===== src/hw/pbc_consts.svh =====
`ifndef PBC_CONSTS_SVH
`define PBC_CONSTS_SVH

// =====================================================================
// configuration word layout
`define PBC_CFG_RESET      16'h9D1F
`define PBC_LEN_LSB        0
`define PBC_LEN_MSB        2
`define PBC_WRAP_BIT       3
`define PBC_DRV_LSB        4
`define PBC_DRV_MSB        5
`define PBC_WTIM_BIT       8
`define PBC_WPOL_BIT       10

// =====================================================================
// burst length codes
`define PBC_LEN_4          3'h1
`define PBC_LEN_8          3'h2
`define PBC_LEN_16         3'h3
`define PBC_LEN_32         3'h4
`define PBC_LEN_CONT       3'h7

// =====================================================================
// row geometry and row-crossing delay
`define PBC_ROW_BITS       8
`define PBC_CLK_PERIOD_NS  20
`define PBC_ROW_GAP_NS     40
`define PBC_ROW_GAP_CYC    ((`PBC_ROW_GAP_NS + `PBC_CLK_PERIOD_NS - 1) / `PBC_CLK_PERIOD_NS)

`endif


===== src/hw/pbc_pkg.sv =====
package pbc_pkg;

  typedef enum logic [1:0] {
    PBC_DRV_FULL    = 2'b00,
    PBC_DRV_HALF    = 2'b01,
    PBC_DRV_QUARTER = 2'b10,
    PBC_DRV_RSVD    = 2'b11
  } pbc_drive_t;

  typedef enum logic [1:0] {
    PBC_ST_IDLE  = 2'b00,
    PBC_ST_FETCH = 2'b01,
    PBC_ST_GAP   = 2'b10,
    PBC_ST_DONE  = 2'b11
  } pbc_state_t;

  typedef struct packed {
    logic [15:0] data;
    logic        eor;
  } pbc_word_t;

endpackage


===== src/hw/pbc_burst_cfg.sv =====
`timescale 1ns/1ps
`include "pbc_consts.svh"
// Function
// - wrap bit zero keeps fixed bursts inside their length boundary; one goes linear
// - without wrap, addresses increase linearly across the boundary and on past row end
// - burst lengths 4, 8, 16, 32 and continuous from low three bits
// - drive field: 00 full, 01 half, 10 quarter, 11 reserved
// - wait output flags invalid output data during synchronous burst reads
// - wait asserted for initial delay, row end and refresh collision
// - row crossing asserts wait from last word of old row; rows 256 words
// - polarity bit one drives wait high when asserted, zero drives low
// - timing bit zero: wait changes on the same edge as the data it flags
// - timing bit one: wait changes one clock before data changes
// - outside synchronous bursts wait sits at the asserted level
// - after power-up outputs use half drive strength until rewritten
module pbc_burst_cfg #(
  parameter int ADDR_W = 22
) (
  input  wire logic                clk_i,
  input  wire logic                rst_n_i,
  input  wire logic                cfg_we_i,
  input  wire logic [15:0]         cfg_wdata_i,
  output logic      [15:0]         cfg_rdata_o,
  input  wire logic                burst_start_i,
  input  wire logic [ADDR_W-1:0]   burst_addr_i,
  input  wire logic                burst_stop_i,
  input  wire logic                host_ready_i,
  output logic                     arr_req_o,
  output logic      [ADDR_W-1:0]   arr_addr_o,
  input  wire logic                arr_valid_i,
  input  wire logic [15:0]         arr_data_i,
  output logic      [15:0]         dq_o,
  output logic                     dq_valid_o,
  output logic                     wait_o,
  output pbc_pkg::pbc_drive_t      drive_o
);
  import pbc_pkg::*;

  if (ADDR_W < `PBC_ROW_BITS + 1) begin : g_addr_w_check
    $error("ADDR_W too small for row addressing");
  end

  localparam logic [1:0] GAP_CYC = 2'(`PBC_ROW_GAP_CYC);

  // =====================================================================
  // reset release
  logic rst_meta;
  logic rst_q;

  always_ff @(posedge clk_i or negedge rst_n_i) begin
    if (!rst_n_i) begin
      rst_meta <= 1'b0;
      rst_q    <= 1'b0;
    end else begin
      rst_meta <= 1'b1;
      rst_q    <= rst_meta;
    end
  end

  // =====================================================================
  // helpers
  function automatic logic [5:0] len_words(input logic [2:0] code);
    case (code)
      `PBC_LEN_4:  len_words = 6'h04;
      `PBC_LEN_8:  len_words = 6'h08;
      `PBC_LEN_16: len_words = 6'h10;
      `PBC_LEN_32: len_words = 6'h20;
      default:     len_words = 6'h00;
    endcase
  endfunction

  function automatic logic [ADDR_W-1:0] step_addr(input logic [ADDR_W-1:0] a,
                                                  input logic [2:0] code,
                                                  input logic linear);
    logic [ADDR_W-1:0] mask;
    logic [ADDR_W-1:0] inc;
    mask = ADDR_W'(len_words(code)) - ADDR_W'(1);
    inc  = a + ADDR_W'(1);
    if (!linear && len_words(code) != 6'h00) begin
      step_addr = (a & ~mask) | (inc & mask);
    end else begin
      step_addr = inc;
    end
  endfunction

  // =====================================================================
  // configuration word
  logic [15:0] cfg;
  logic [15:0] next_cfg;
  logic        sync_act;

  always_comb begin
    next_cfg = cfg;
    if (cfg_we_i && !sync_act) begin
      next_cfg = cfg_wdata_i;
    end
  end

  always_ff @(posedge clk_i or negedge rst_q) begin
    if (!rst_q) begin
      cfg <= `PBC_CFG_RESET;
    end else begin
      cfg <= next_cfg;
    end
  end

  logic [2:0] len_code;
  logic       linear;
  logic       wtim;
  logic       wpol;
  logic [5:0] len_n;
  assign len_code    = cfg[`PBC_LEN_MSB:`PBC_LEN_LSB];
  assign linear      = cfg[`PBC_WRAP_BIT];
  assign wtim        = cfg[`PBC_WTIM_BIT];
  assign wpol        = cfg[`PBC_WPOL_BIT];
  assign len_n       = len_words(len_code);
  assign cfg_rdata_o = cfg;
  assign drive_o     = pbc_drive_t'(cfg[`PBC_DRV_MSB:`PBC_DRV_LSB]);

  // =====================================================================
  // two-entry output buffer
  pbc_word_t buf_mem [2];
  pbc_word_t next_mem0;
  pbc_word_t next_mem1;
  logic [1:0] cnt;
  logic [1:0] next_cnt;
  logic       buf_push;
  logic       buf_pop;
  logic       buf_full;
  logic       buf_empty;
  pbc_word_t  buf_in;

  assign buf_full  = (cnt == 2'd2);
  assign buf_empty = (cnt == 2'd0);
  assign buf_pop   = !buf_empty && host_ready_i;

  always_comb begin
    next_mem0 = buf_mem[0];
    next_mem1 = buf_mem[1];
    next_cnt  = cnt;
    if (burst_start_i || burst_stop_i) begin
      next_cnt = 2'd0;
    end else begin
      if (buf_pop) begin
        next_mem0 = buf_mem[1];
      end
      if (buf_push) begin
        if (cnt == 2'd0 || (cnt == 2'd1 && buf_pop)) begin
          next_mem0 = buf_in;
        end else begin
          next_mem1 = buf_in;
        end
      end
      next_cnt = 2'(cnt + 2'(buf_push) - 2'(buf_pop));
    end
  end

  always_ff @(posedge clk_i or negedge rst_q) begin
    if (!rst_q) begin
      buf_mem[0] <= '0;
      buf_mem[1] <= '0;
      cnt        <= 2'd0;
    end else begin
      buf_mem[0] <= next_mem0;
      buf_mem[1] <= next_mem1;
      cnt        <= next_cnt;
    end
  end

  // =====================================================================
  // fetch sequencer
  pbc_state_t        state;
  pbc_state_t        next_state;
  logic [ADDR_W-1:0] addr;
  logic [ADDR_W-1:0] next_addr;
  logic [5:0]        done_n;
  logic [5:0]        next_done_n;
  logic [1:0]        gap;
  logic [1:0]        next_gap;
  logic              next_sync_act;
  logic              row_last;
  logic              last_of_len;

  assign arr_req_o   = (state == PBC_ST_FETCH) && !buf_full;
  assign arr_addr_o  = addr;
  assign buf_push    = arr_req_o && arr_valid_i && !burst_start_i;
  assign row_last    = (addr[`PBC_ROW_BITS-1:0] == {`PBC_ROW_BITS{1'b1}});
  assign last_of_len = (len_n != 6'h00) && (done_n == len_n - 6'h01);
  // old row's last word carries the end-of-row mark
  assign buf_in.data = arr_data_i;
  assign buf_in.eor  = row_last && (linear || len_n == 6'h00) && !last_of_len;

  always_comb begin
    next_state    = state;
    next_addr     = addr;
    next_done_n   = done_n;
    next_gap      = gap;
    next_sync_act = sync_act;
    if (burst_start_i) begin
      next_state    = PBC_ST_FETCH;
      next_addr     = burst_addr_i;
      next_done_n   = 6'h00;
      next_sync_act = 1'b1;
    end else if (burst_stop_i) begin
      next_state    = PBC_ST_IDLE;
      next_sync_act = 1'b0;
    end else begin
      unique case (state)
        PBC_ST_IDLE: begin
          next_state = PBC_ST_IDLE;
        end
        PBC_ST_FETCH: begin
          if (buf_push) begin
            next_addr   = step_addr(addr, len_code, linear);
            next_done_n = done_n + 6'h01;
            if (last_of_len) begin
              next_state = PBC_ST_DONE;
            end else if (buf_in.eor) begin
              next_state = PBC_ST_GAP;
              next_gap   = GAP_CYC;
            end
          end
        end
        PBC_ST_GAP: begin
          next_gap = gap - 2'd1;
          if (gap == 2'd1) begin
            next_state = PBC_ST_FETCH;
          end
        end
        PBC_ST_DONE: begin
          next_state = PBC_ST_DONE;
        end
      endcase
    end
  end

  always_ff @(posedge clk_i or negedge rst_q) begin
    if (!rst_q) begin
      state    <= PBC_ST_IDLE;
      addr     <= '0;
      done_n   <= 6'h00;
      gap      <= 2'd0;
      sync_act <= 1'b0;
    end else begin
      state    <= next_state;
      addr     <= next_addr;
      done_n   <= next_done_n;
      gap      <= next_gap;
      sync_act <= next_sync_act;
    end
  end

  // =====================================================================
  // data bus and wait
  logic [15:0] next_dq;
  logic        next_dq_valid;
  logic        dq_eor;
  logic        next_dq_eor;
  logic        wait_act;
  logic        burst_more;

  always_comb begin
    next_dq       = dq_o;
    next_dq_valid = buf_pop && !burst_start_i && !burst_stop_i;
    next_dq_eor   = 1'b0;
    if (next_dq_valid) begin
      next_dq     = buf_mem[0].data;
      next_dq_eor = buf_mem[0].eor;
    end
  end

  always_ff @(posedge clk_i or negedge rst_q) begin
    if (!rst_q) begin
      dq_o       <= 16'h0000;
      dq_valid_o <= 1'b0;
      dq_eor     <= 1'b0;
    end else begin
      dq_o       <= next_dq;
      dq_valid_o <= next_dq_valid;
      dq_eor     <= next_dq_eor;
    end
  end

  assign burst_more = (state != PBC_ST_DONE) || !buf_empty;

  always_comb begin
    if (!sync_act) begin
      wait_act = 1'b1;
    end else if (wtim) begin
      // look ahead at the word that goes out next edge
      wait_act = !next_dq_valid || (next_dq_eor && burst_more);
    end else begin
      wait_act = !dq_valid_o || (dq_eor && burst_more);
    end
  end

  assign wait_o = wait_act ? wpol : !wpol;

  // =====================================================================
  // checks
  AST_ASYNC_WAIT: assert property (@(posedge clk_i) disable iff (!rst_q)
    !sync_act |-> wait_o == wpol)
    else $error("wait not at asserted level outside burst");

  AST_DRIVE_DEC: assert property (@(posedge clk_i) disable iff (!rst_q)
    cfg[5:4] == 2'b10 |-> drive_o == PBC_DRV_QUARTER)
    else $error("drive field decoded wrongly");

  AST_RESET_HALF: assert property (@(posedge clk_i)
    rst_q && !$past(rst_q) |-> drive_o == PBC_DRV_HALF && wtim && wpol)
    else $error("configuration not at power-up default");

  AST_WRAP_UPPER: assert property (@(posedge clk_i) disable iff (!rst_q)
    buf_push && !linear && len_code == `PBC_LEN_8 && !burst_stop_i
    |=> addr[ADDR_W-1:3] == $past(addr[ADDR_W-1:3]))
    else $error("wrap burst left its length boundary");

  AST_LINEAR_STEP: assert property (@(posedge clk_i) disable iff (!rst_q)
    buf_push && linear && !burst_stop_i |=> addr == $past(addr) + ADDR_W'(1))
    else $error("linear burst did not step by one");

  AST_LEN_LIMIT: assert property (@(posedge clk_i) disable iff (!rst_q)
    buf_push && len_n != 6'h00 |-> done_n < len_n)
    else $error("burst fetched more words than its length");

  AST_WAIT_T0: assert property (@(posedge clk_i) disable iff (!rst_q)
    sync_act && !wtim && !dq_valid_o |-> wait_o == wpol)
    else $error("wait not asserted with invalid data");

  AST_WAIT_T1: assert property (@(posedge clk_i) disable iff (!rst_q)
    sync_act && wtim && wait_o != wpol && !burst_start_i |=> dq_valid_o)
    else $error("data not valid one clock after wait released");

  AST_ROW_END: assert property (@(posedge clk_i) disable iff (!rst_q)
    sync_act && !wtim && dq_valid_o && dq_eor && state == PBC_ST_GAP |-> wait_o == wpol)
    else $error("wait not asserted on last word of row");

endmodule


===== config.mk =====
export PLATFORM = sky130hd
export DESIGN_NAME = pbc_burst_cfg
export DESIGN_NICKNAME = d
export VERILOG_FILES = /design/src/hw/pbc_pkg.sv /design/src/hw/pbc_burst_cfg.sv
export VERILOG_INCLUDE_DIRS = /design/src /design/src/hw
export SDC_FILE = /design/constraint.sdc
export NUM_CORES = 1
export LEC_CHECK = 0
export CORE_MARGIN = 5
export CORE_UTILIZATION = 25
export DETAILED_ROUTE_END_ITERATION = 10
export DONT_BUFFER_PORTS = 1
export PLACE_DENSITY = 0.4
export SLEW_MARGIN = 20
export SYNTH_ARGS = -nofsm -noshare
export SYNTH_HDL_FRONTEND = slang
export SYNTH_SLANG_ARGS = --single-unit

===== constraint.sdc =====
create_clock -name clk_i -period 3.03 [get_ports clk_i]
set_clock_uncertainty 0.2 [all_clocks]
set_input_delay 0.303 -clock clk_i [delete_from_list [all_inputs] [get_ports clk_i]]
set_output_delay 0.303 -clock clk_i [all_outputs]
set_load 0.1 [all_outputs]

Word level (Yosys, flattened, before mapping)
Cells that the tools add are included.

Flip-flop bits (word level): 105. Word-level logic and storage cells: 128.

Add/subtract/negate cells: 7. Equal/unequal tests: 20. Mux-type cells: 34. Bitwise operators: 8. Reductions and logical operators: 43.

Operator list (count): $mux W22 (5); $mux W17 (3); $mux W6 (8); $and A22 B22 Y22 (2); $pmux W6 S4 (1); $add A22 B1 Y22 const B (1); $not A22 Y22 (1); $or A22 B22 Y22 (1); $mux W2 (9); $logic_and A1 B1 Y1 (14); $reduce_bool A6 Y1 (2); $logic_not A1 Y1 (10); $ne A2 B2 Y1 const B (5); $reduce_and A3 Y1 (3); $eq A8 B8 Y1 const B (1); $ne A4 B4 Y1 const B (2); $pmux W2 S4 (1); $reduce_bool A2 Y1 (4); $sub A6 B1 Y7 const B (1); $add A6 B1 Y6 const B (1); $eq A2 B1 Y1 const B (3); $eq A2 B2 Y1 const B (3); $eq A3 B2 Y1 const B (2); $eq A6 B6 Y1 (1); other kinds (14) (28).

Logic depth before layout (Yosys ltp)
Gate-level depths: netlist of the first run.

Depth after elaboration: 18. Mapped depth: 9. Gate-level depth less buffers: 8.

Least setup slack after synthesis of the first run
Ideal clock, no wire load.

Path type: input -> output. From: in burst_start_i. To: out wait_o. Data arrival time: 3081 ps. Data required time: 2527 ps. Setup slack: -554 ps. Stages: 7. Cell sequence: clkbuf_1 or2_1 clkbuf_1 nor3b_2 and3b_1 o21ai_0 xnor2_1.

Word-level cells in the longest chain between the ends: 9. Elaborated cells on any way between the ends: 10. Classes of those cells: mux (4); reduce/logical (6).

Ends and longest elaborated chain: from (decl) (line pbc_burst_cfg.sv:24) `input wire logic burst_start_i,`; $logic_not A1 Y1 * (line pbc_burst_cfg.sv:264) `next_dq_valid = buf_pop && !burst_start_i && !burst_stop_i;`; $logic_and A1 B1 Y1 * (2 in series) (line pbc_burst_cfg.sv:264); $mux W1 (line pbc_burst_cfg.sv:266) `if (next_dq_valid) begin`; $logic_and A1 B1 Y1 (line pbc_burst_cfg.sv:291) `wait_act = !next_dq_valid || (next_dq_eor && burst_more);`; $logic_or A1 B1 Y1 * (line pbc_burst_cfg.sv:291); $mux W1 * (line pbc_burst_cfg.sv:289) `end else if (wtim) begin`; $mux W1 * (line pbc_burst_cfg.sv:287) `if (!sync_act) begin`; $mux W1 * (line pbc_burst_cfg.sv:297) `assign wait_o = wait_act ? wpol : !wpol;`; to (decl) (line pbc_burst_cfg.sv:34) `output logic wait_o,`.

Every way passes the cells marked *; elsewhere a longest branch is shown, timed or not.

Final worst setup path of the first run
From: reg cfg[0], in the netlist cfg_rdata_o[0]. To: reg gap[0].

Word-level cells in the longest chain between the ends: 9. Elaborated cells on any way between the ends: 17. Classes of those cells: add/sub (1); eq/ne (7); mux (1); reduce/logical (8).

Ends and longest elaborated chain: from (decl) (line pbc_burst_cfg.sv:88) `logic [15:0] cfg;`; from (signal assigned) (line pbc_burst_cfg.sv:101) `` cfg <= `PBC_CFG_RESET; ``; from (signal assigned) (line pbc_burst_cfg.sv:103) `cfg <= next_cfg;`; $eq A3 B3 Y1, or another cell as far along (line pbc_burst_cfg.sv:63) `case (code)`; $pmux W6 S4 * (line pbc_burst_cfg.sv:63); $sub A6 B1 Y6 (line pbc_burst_cfg.sv:188) `assign last_of_len = (len_n != 6'h00) && (done_n == len_n - 6'h01);`; $eq A6 B6 Y1 (line pbc_burst_cfg.sv:188); $logic_and A1 B1 Y1 (line pbc_burst_cfg.sv:188); $logic_not A1 Y1 (line pbc_burst_cfg.sv:191) `assign buf_in.eor = row_last && (linear || len_n == 6'h00) && !last_of_len;`; $logic_and A1 B1 Y1 (line pbc_burst_cfg.sv:191); $ne A2 B2 Y1 (no source line); $reduce_and A6 Y1 (no source line) *; to (signal assigned) (line pbc_burst_cfg.sv:248) `gap <= next_gap;`; to (decl) (line pbc_burst_cfg.sv:178) `logic [1:0] gap;`.

Marks and branches as above. A chain may end at the register's enable or synchronous reset.

==> results.md, run 1 <==
- Vias: 3911
- Port Buffers: 0
- Post-CTS setup buffers: 0
- Sw Ratio: 44.6%
- Synthesis-to-layout area growth: 26.6%
- CTS sink count: 105
- # diodes: 0
- Pre-antenna DRT Iters: 5
- Kind of critical path: reg2reg
- Yosys warnings: 0
- Setup violators final: 0
- TritonCTS clock tree: yes
- Sequential share of the synthesized area: 50.6%
- Tcrit/Tclk final: 94.1%
- Pwr/cell area: 744 mW/mm²
- Number of global-route vias before repair: 4146
- CP Capture Type: register
- Vias per cell: 4.80
- Multi-input logic area: 0.00239 mm²
- Dpl ws: 0.119 ns
- Worst-path clk slew: 0.08 ns
- Root buffer cell: clkbuf_16
- Maximum vdd drop: 0.000336 V
- Final Hold Violating Endpoints: 0
- RSZ-0062 raised after global routing: false
- Pins Over Slew Limit: 0
- Layout cells sized above 1: 26.3%
- R2R Path Start: cfg_rdata_o[0]
- Nets: 606
- Clock Power Share: 24.4%
- R2R setup slack: 0.18 ns
- Worst Slack Setup Final: 0.177 ns
- CP required: 3.06 ns
- Status: complete, no violations
- Syn nets: 530
- Hold Path Cell Cnt: 3
- Die H: 154 µm
- Critical path launch point: cfg_rdata_o[0]
- Routability cong.: 0.788
- Comb power frac: 23.0%
- Cell leakage power: 2.77 nW
- CP startpoint kind: register
- Worst r2r path cells: 7
- Clock Path Buffers: 2
- Total negative setup slack: 0 ns
- Routed len/inst: 17.6 µm
- Hold WC Path Type: in2reg
- Largest net degree at the start of global routing: 70
- Mapped Cells: 463
- Max_slew headroom: 34.7%
- Antenna violations before repair: 0
- HPWL Detailed: 9950 µm
- Synth Flop Type: dfrtp_1
- Fmax: 351 MHz
- Gr usage total: 12.0%
- Power Internal: 2.72 mW
- Die width: 154 µm
- Flop pwr share: 52.6%
- # fillers: 2061
- Area of the mapped netlist: 0.00522 mm²
- Synth unique cells: 71
- H-tree depth: 3
- Arr. time, crit path: 2.89 ns
- Final WL: 14300 µm
- FF-to-FF End: gap[0]
- Io pins: 120
- Sequential cell area: 0.00265 mm²
- Slew at the pin closest to its max-slew limit: 0.979 ns
- Global-route wire length before repair: 22900 µm
- Number of synthesized flops with an enable pin: 0
- FFs w/ async S/R, synth: 100%
- # DRC: 0
- #FFs+latches synth: 105
- Net Sw Power: 2.19 mW
- Initial Utilization: 25.6%
- Worst skew pair latency: 0.35 ns
- Synth area leaders: dfrtp_1 (46%), mux2_2 (11%), dfstp_2 (5.0%)
- Final antenna-violating net count: 0
- Tmin final: 2.85 ns
- GR Overflow Total: 0
- Max FO, Critical Path: 10
- Site row count: 52
- Leading area contributor after synthesis: dfrtp_1
- Total Die Area: 0.0239 mm²
- Power Total: 4.91 mW
- Setup crit end: gap[0]
- Syn_area_per_cell: 11.3 µm²
- Core area: 0.0204 mm²
- Drt first-iter violations: 120
- TritonCTS Buffers: 9
- Max cap viols: 0
- Yosys top cell area share: 45.6%
[timing repair]
| item | 4_1_cts | 5_1_grt |
|---|---|---|
| endpoints found under the setup margin | 0 | 1 |
| hold buffers | 56 | 0 |
| resized for setup | 0 | 1 |
| endpoints found under the hold margin | 78 | 0 |
[cell type report]
type / instances / share of cell area (%)
Sequential cell: 105 / 40.2
Multi-Input combinational cell: 314 / 36.3
Timing Repair Buffer: 94 / 13.1
Tap cell: 270 / 5.12
Clock buffer: 10 / 3.47
Clock inverter: 6 / 1.00
Inverter: 15 / 0.853
[metrics by stage]
stage | instance area, µm² | std cells | hold slack (ns) | utilization [%]
after global placement | 5740 | 742 | -0.192 | 28.2
after CTS | 6600 | 814 | 0.00184 | 32.4
after detailed placement | 5740 | 742 | -0.192 | 28.2
after global routing | 6600 | 814 | 0.00964 | 32.4
final | 6600 | 814 | 0.0137 | 32.4
after floorplan | 5250 | 463 | -0.193 | -
[critical path: stages (launching register included)]
cell	delay, ns
dfstp_4	0.67
or3b_2	0.51
ha_2	0.26
xnor2_2	0.17
o211a_1	0.13
a211oi_2	0.31
o21ai_0	0.18
a221o_1	0.32
[worst min path at each step]
stage,startpoint,end,slack (ns)
after detailed placement,rst_n_i,rst_meta,-0.19
after floorplan,rst_n_i,rst_meta,-0.19
after global routing,burst_stop_i,state[1],0.01
after global placement,rst_n_i,rst_meta,-0.19
final,burst_start_i,register,0.01
after CTS,burst_start_i,register,0.002
[cell usage in the layout (no fill, tap or decap), types with 5 or more instances in the layout]
master and instances:
ha_1 5, clkbuf_16 9, xnor2_1 13, mux2_2 52, and2_1 5, xor2_1 9, buf_4 36, nand2_1 44
nand4_1 9, dfrtp_1 93, o311ai_0 5, dfstp_2 8, inv_1 14, o21ai_0 8, nor4_1 12, o221a_1 13
nor2b_1 6, nor3_1 10, dlygate4sd3_1 55, nor2_1 34, nand3_1 7, a21oi_1 7
[power by group through the flow]
stage                     logic [mW]  registers (mW)  clock network (mW)
after floorplan                0.574            2.87                   0
after global placement          1.05            2.61                   0
after detailed placement        1.06            2.62                   0
after CTS                       1.14            2.59                1.26
after global routing            1.22            2.63                1.30
final                           1.13            2.58                1.20
[layer usage]
| metal | global-route usage (%) | up-vias | routed length, µm |
|---|---|---|---|
| li1 | - | 1836 | - |
| met1 | 15.3 | 1976 | 6330 |
| met2 | 19.4 | 89 | 6750 |
| met3 | 3.83 | 10 | 1070 |
| met4 | 3.66 | 0 | 172 |
| met5 | 0 | - | 0 |
[logic make-up after synthesis]
group	share of synthesized area (%)
AO/OA/AOI/OAI	12.4
XOR/XNOR	4.03
adder cells (fa/ha/maj)	1.44
buffers and inverters	4.10
flip-flops	50.6
multiplexers	11.8
other	0.0719
AND/OR/NAND/NOR	15.5
[Yosys cell counts, drive strengths merged (3+ instances only)]
| master | count |
|---|---|
| dfrtp | 95 |
| mux2 | 53 |
| nand2 | 44 |
| nor2 | 35 |
| clkbuf | 18 |
| o221a | 16 |
| inv | 15 |
| xnor2 | 15 |
| nor4 | 13 |
| buf | 11 |
| dfstp | 10 |
| nor3 | 10 |
| o21ai | 10 |
| nand4 | 9 |
| xor2 | 9 |
| a21oi | 7 |
| nand3 | 7 |
| ha | 6 |
| nor2b | 6 |
| a31oi | 5 |
| and2 | 5 |
| o311ai | 5 |
| a31o | 4 |
| and3 | 4 |
| o22ai | 4 |
| o211ai | 3 |
| or3b | 3 |
| or4 | 3 |
Power figures use the tool's default switching activity.
==> run 2: changes to the inputs <==
--- a/config.mk
+++ b/config.mk
@@ -10,7 +10,8 @@
 export CORE_UTILIZATION = 25
 export DETAILED_ROUTE_END_ITERATION = 10
 export DONT_BUFFER_PORTS = 1
-export PLACE_DENSITY = 0.4
+export PLACE_DENSITY = 0.38
+export SETUP_SLACK_MARGIN = 0.4
 export SLEW_MARGIN = 20
 export SYNTH_ARGS = -nofsm -noshare
 export SYNTH_HDL_FRONTEND = slang
==> constraint.sdc (replaced) <==
create_clock -name clk_i -period 2.9 [get_ports clk_i]
set_clock_uncertainty 0.2 [all_clocks]
set_input_delay 0.29 -clock clk_i [delete_from_list [all_inputs] [get_ports clk_i]]
set_output_delay 0.29 -clock clk_i [all_outputs]
set_load 0.1 [all_outputs]
==> run 2 against run 1 <==
Against the previous run: register-to-register slack better by 0.16 ns; sequential share of layout area is 2.1 points lower; worst hold slack better by 0.0066 ns; count of clock-buffer cells in the layout stayed put; largest power group unchanged; critical path type unchanged; maximum frequency is 11% higher; critical path depth is 1 higher; via count is 4.1% higher; worst setup slack better by 0.16 ns.
==> results.md, run 2 (same netlist as run 1, synthesis figures left out) <==
- Sequential cell area: 0.00268 mm² (+1.1%)
- Hold Path Cell Cnt: 3 (unchanged)
- Worst path bufs/invs: 1 (+1)
- Pre-antenna DRT Iters: 4 (-1)
- Status: complete, no violations
- Port Buffers: 0 (unchanged)
- Worst skew pair latency: 0.35 ns (about the same)
- FF-to-FF End: gap[0]
- Global-route wire length before repair: 23700 µm (+3.6%)
- Setup violators final: 0 (unchanged)
- Number of global-route vias before repair: 4299 (+3.7%)
- Critical path's top delay family: compound AO/OA/AOI/OAI gates
- # diodes: 0 (unchanged)
- Pins Over Slew Limit: 0 (unchanged)
- Final WL: 15400 µm (+7.2%)
- H-tree depth: 3 (unchanged)
- Hold Startpoint: burst_addr_i[20]
- Die H: 154 µm (unchanged)
- Gr usage total: 12.5% (+0.50 points)
- Worst-path clk slew: 0.08 ns (about the same)
- Total Die Area: 0.0239 mm² (unchanged)
- TritonCTS Buffers: 9 (unchanged)
- Root buffer cell: clkbuf_16
- R2R setup slack: 0.34 ns (+0.16 ns)
- Util after Layout: 34.6% (+2.2 points)
- Fin cells: 835 (+2.6%)
- Hold WC Path Type: in2reg
- Tmin final: 2.56 ns (-0.290 ns)
- Fmax: 390 MHz (+11%)
- # DRC: 0 (unchanged)
- Arr. time, crit path: 2.60 ns (-0.29 ns)
- Kind of critical path: reg2reg
- Die width: 154 µm (unchanged)
- Pwr/cell area: 747 mW/mm² (+0.34%)
- Core area: 0.0204 mm² (unchanged)
- HPWL Detailed: 10000 µm (+0.87%)
- Drt first-iter violations: 122 (+1.7%)
- CP required: 2.94 ns (-0.12 ns)
- RSZ-0062 raised after global routing: true
- Final antenna-violating net count: 0 (unchanged)
- Maximum vdd drop: 0.000363 V (+8.1%)
- Max cap viols: 0 (unchanged)
- Max FO, Critical Path: 9 (-1)
- CTS sink count: 105 (unchanged)
- CP Capture Type: register
- Antenna violations before repair: 0 (unchanged)
- Vias per cell: 4.88 (+1.5%)
- Slew at the pin closest to its max-slew limit: 0.978 ns (-0.000985 ns)
- R2R Path Start: cfg_rdata_o[0]
- Routed len/inst: 18.4 µm (+4.5%)
- Io pins: 120 (unchanged)
- GR Overflow Total: 0 (unchanged)
- Dpl cells: 747 (+0.67%)
- Clock Path Buffers: 2 (unchanged)
- Initial Utilization: 25.6% (unchanged)
- Multi-input logic area: 0.00263 mm² (+10%)
- CP cell instances: buf_4, or3b_4, ha_4, xnor2_4, nor3_4, a211oi_4, o21ai_2, a221o_1
- # fillers: 2049 (-0.58%)
- Site row count: 52 (unchanged)
- Vias: 4073 (+4.1%)
- Worst path max stage delay: 0.47 ns (-0.20 ns)
- TritonCTS clock tree: yes
- Final Hold Violating Endpoints: 0 (unchanged)
- Worst r2r path cells: 8 (+1)
- CP startpoint kind: register
- Nets: 627 (+3.5%)
- Synthesis-to-layout area growth: 35.1%
- Most frequent cells in the layout: dfrtp_1 (73), dlygate4sd3_1 (56), mux2_2 (50)
- Max_slew headroom: 34.8% (+0.066 points)
- Slowest stage cell, crit path: dfstp_4
- Cell leakage power: 2.91 nW (+5.0%)
- Largest net degree at the start of global routing: 45 (-36%)
- Layout cells sized above 1: 35.9% (+9.6 points)
- Routability cong.: 0.732 (-7.2%)
- Tcrit/Tclk final: 88.4% (-5.8 points)
- Commonest non-fill, non-tap cell in the layout: dfrtp_1
run 2: cell types whose count changed in the layout (fill, tap and decap cells not counted), sizes merged:
cell | before | now
clkinvlp | 3 | 1
bufinv | 1 | 0
inv | 16 | 17
clkinv | 1 | 3
buf | 39 | 57
or4 | 3 | 5
dlygate4sd3 | 55 | 56
run 2: metal layers:
metal,share of wire [%],global-route usage [%]
met4,1.7,4.42
met5,0,0
met1,42,15.0
met3,6.1,3.49
met2,50,21.4
run 2: final cells by class:
cell class | instances | area share (%)
Inverter | 15 | 0.799
Clock inverter | 6 | 0.728
Multi-Input combinational cell | 316 | 37.4
Tap cell | 270 | 4.79
Timing Repair Buffer | 113 | 14.9
Sequential cell | 105 | 38.1
Clock buffer | 10 | 3.39
run 2: worst max path at each step:
| stage | from | end | slack (ns) | depth (start not counted) |
|---|---|---|---|---|
| after detailed placement | cfg_rdata_o[0] | gap[0] | 0.26 | 7 |
| after CTS | cfg_rdata_o[0] | gap[0] | 0.33 | 7 |
| final | cfg_rdata_o[0] | gap[0] | 0.34 | 8 |
| after floorplan | burst_start_i | wait_o | -0.05 | 7 |
| after global placement | cfg_rdata_o[0] | gap[0] | 0.28 | 7 |
| after global routing | cfg_rdata_o[0] | state[1] | 0.25 | 8 |
run 2: worst min-delay path, cell delays in order:
cell and delay [ns]:
nand2_1 0.05, o31a_1 0.13, o22ai_1 0.07
run 2: report_power, final:
group	total [mW]	internal (mW)	leakage (nW)	switching, mW
Combinational	1.38	0.530	1.50	0.847
Sequential	2.66	1.73	1.27	0.923
Clock	1.23	0.619	0.140	0.610
run 2: timing repair:
action                                  CTS  global route
gates cloned                              1             2
setup buffers                             8             4
hold buffers                             57             0
endpoints found under the setup margin   30            34
pin swaps                                 6             8
gates resized for setup                   7            23
endpoints found under the hold margin    80             0
run 2: through the flow:
stage	hold slack, ns	setup WS, ns	area (µm²)	TNS, ns	total power, mW
global route	0.0253	0.253	7050	0	5.51
floorplan	-0.206	-0.0515	5400	-0.0515	3.66
finish	0.0203	0.337	7050	0	5.26
CTS	0.00197	0.329	6890	0	5.30
detailed placement	-0.206	0.256	5920	0	3.91
global placement	-0.206	0.283	5920	0	3.89
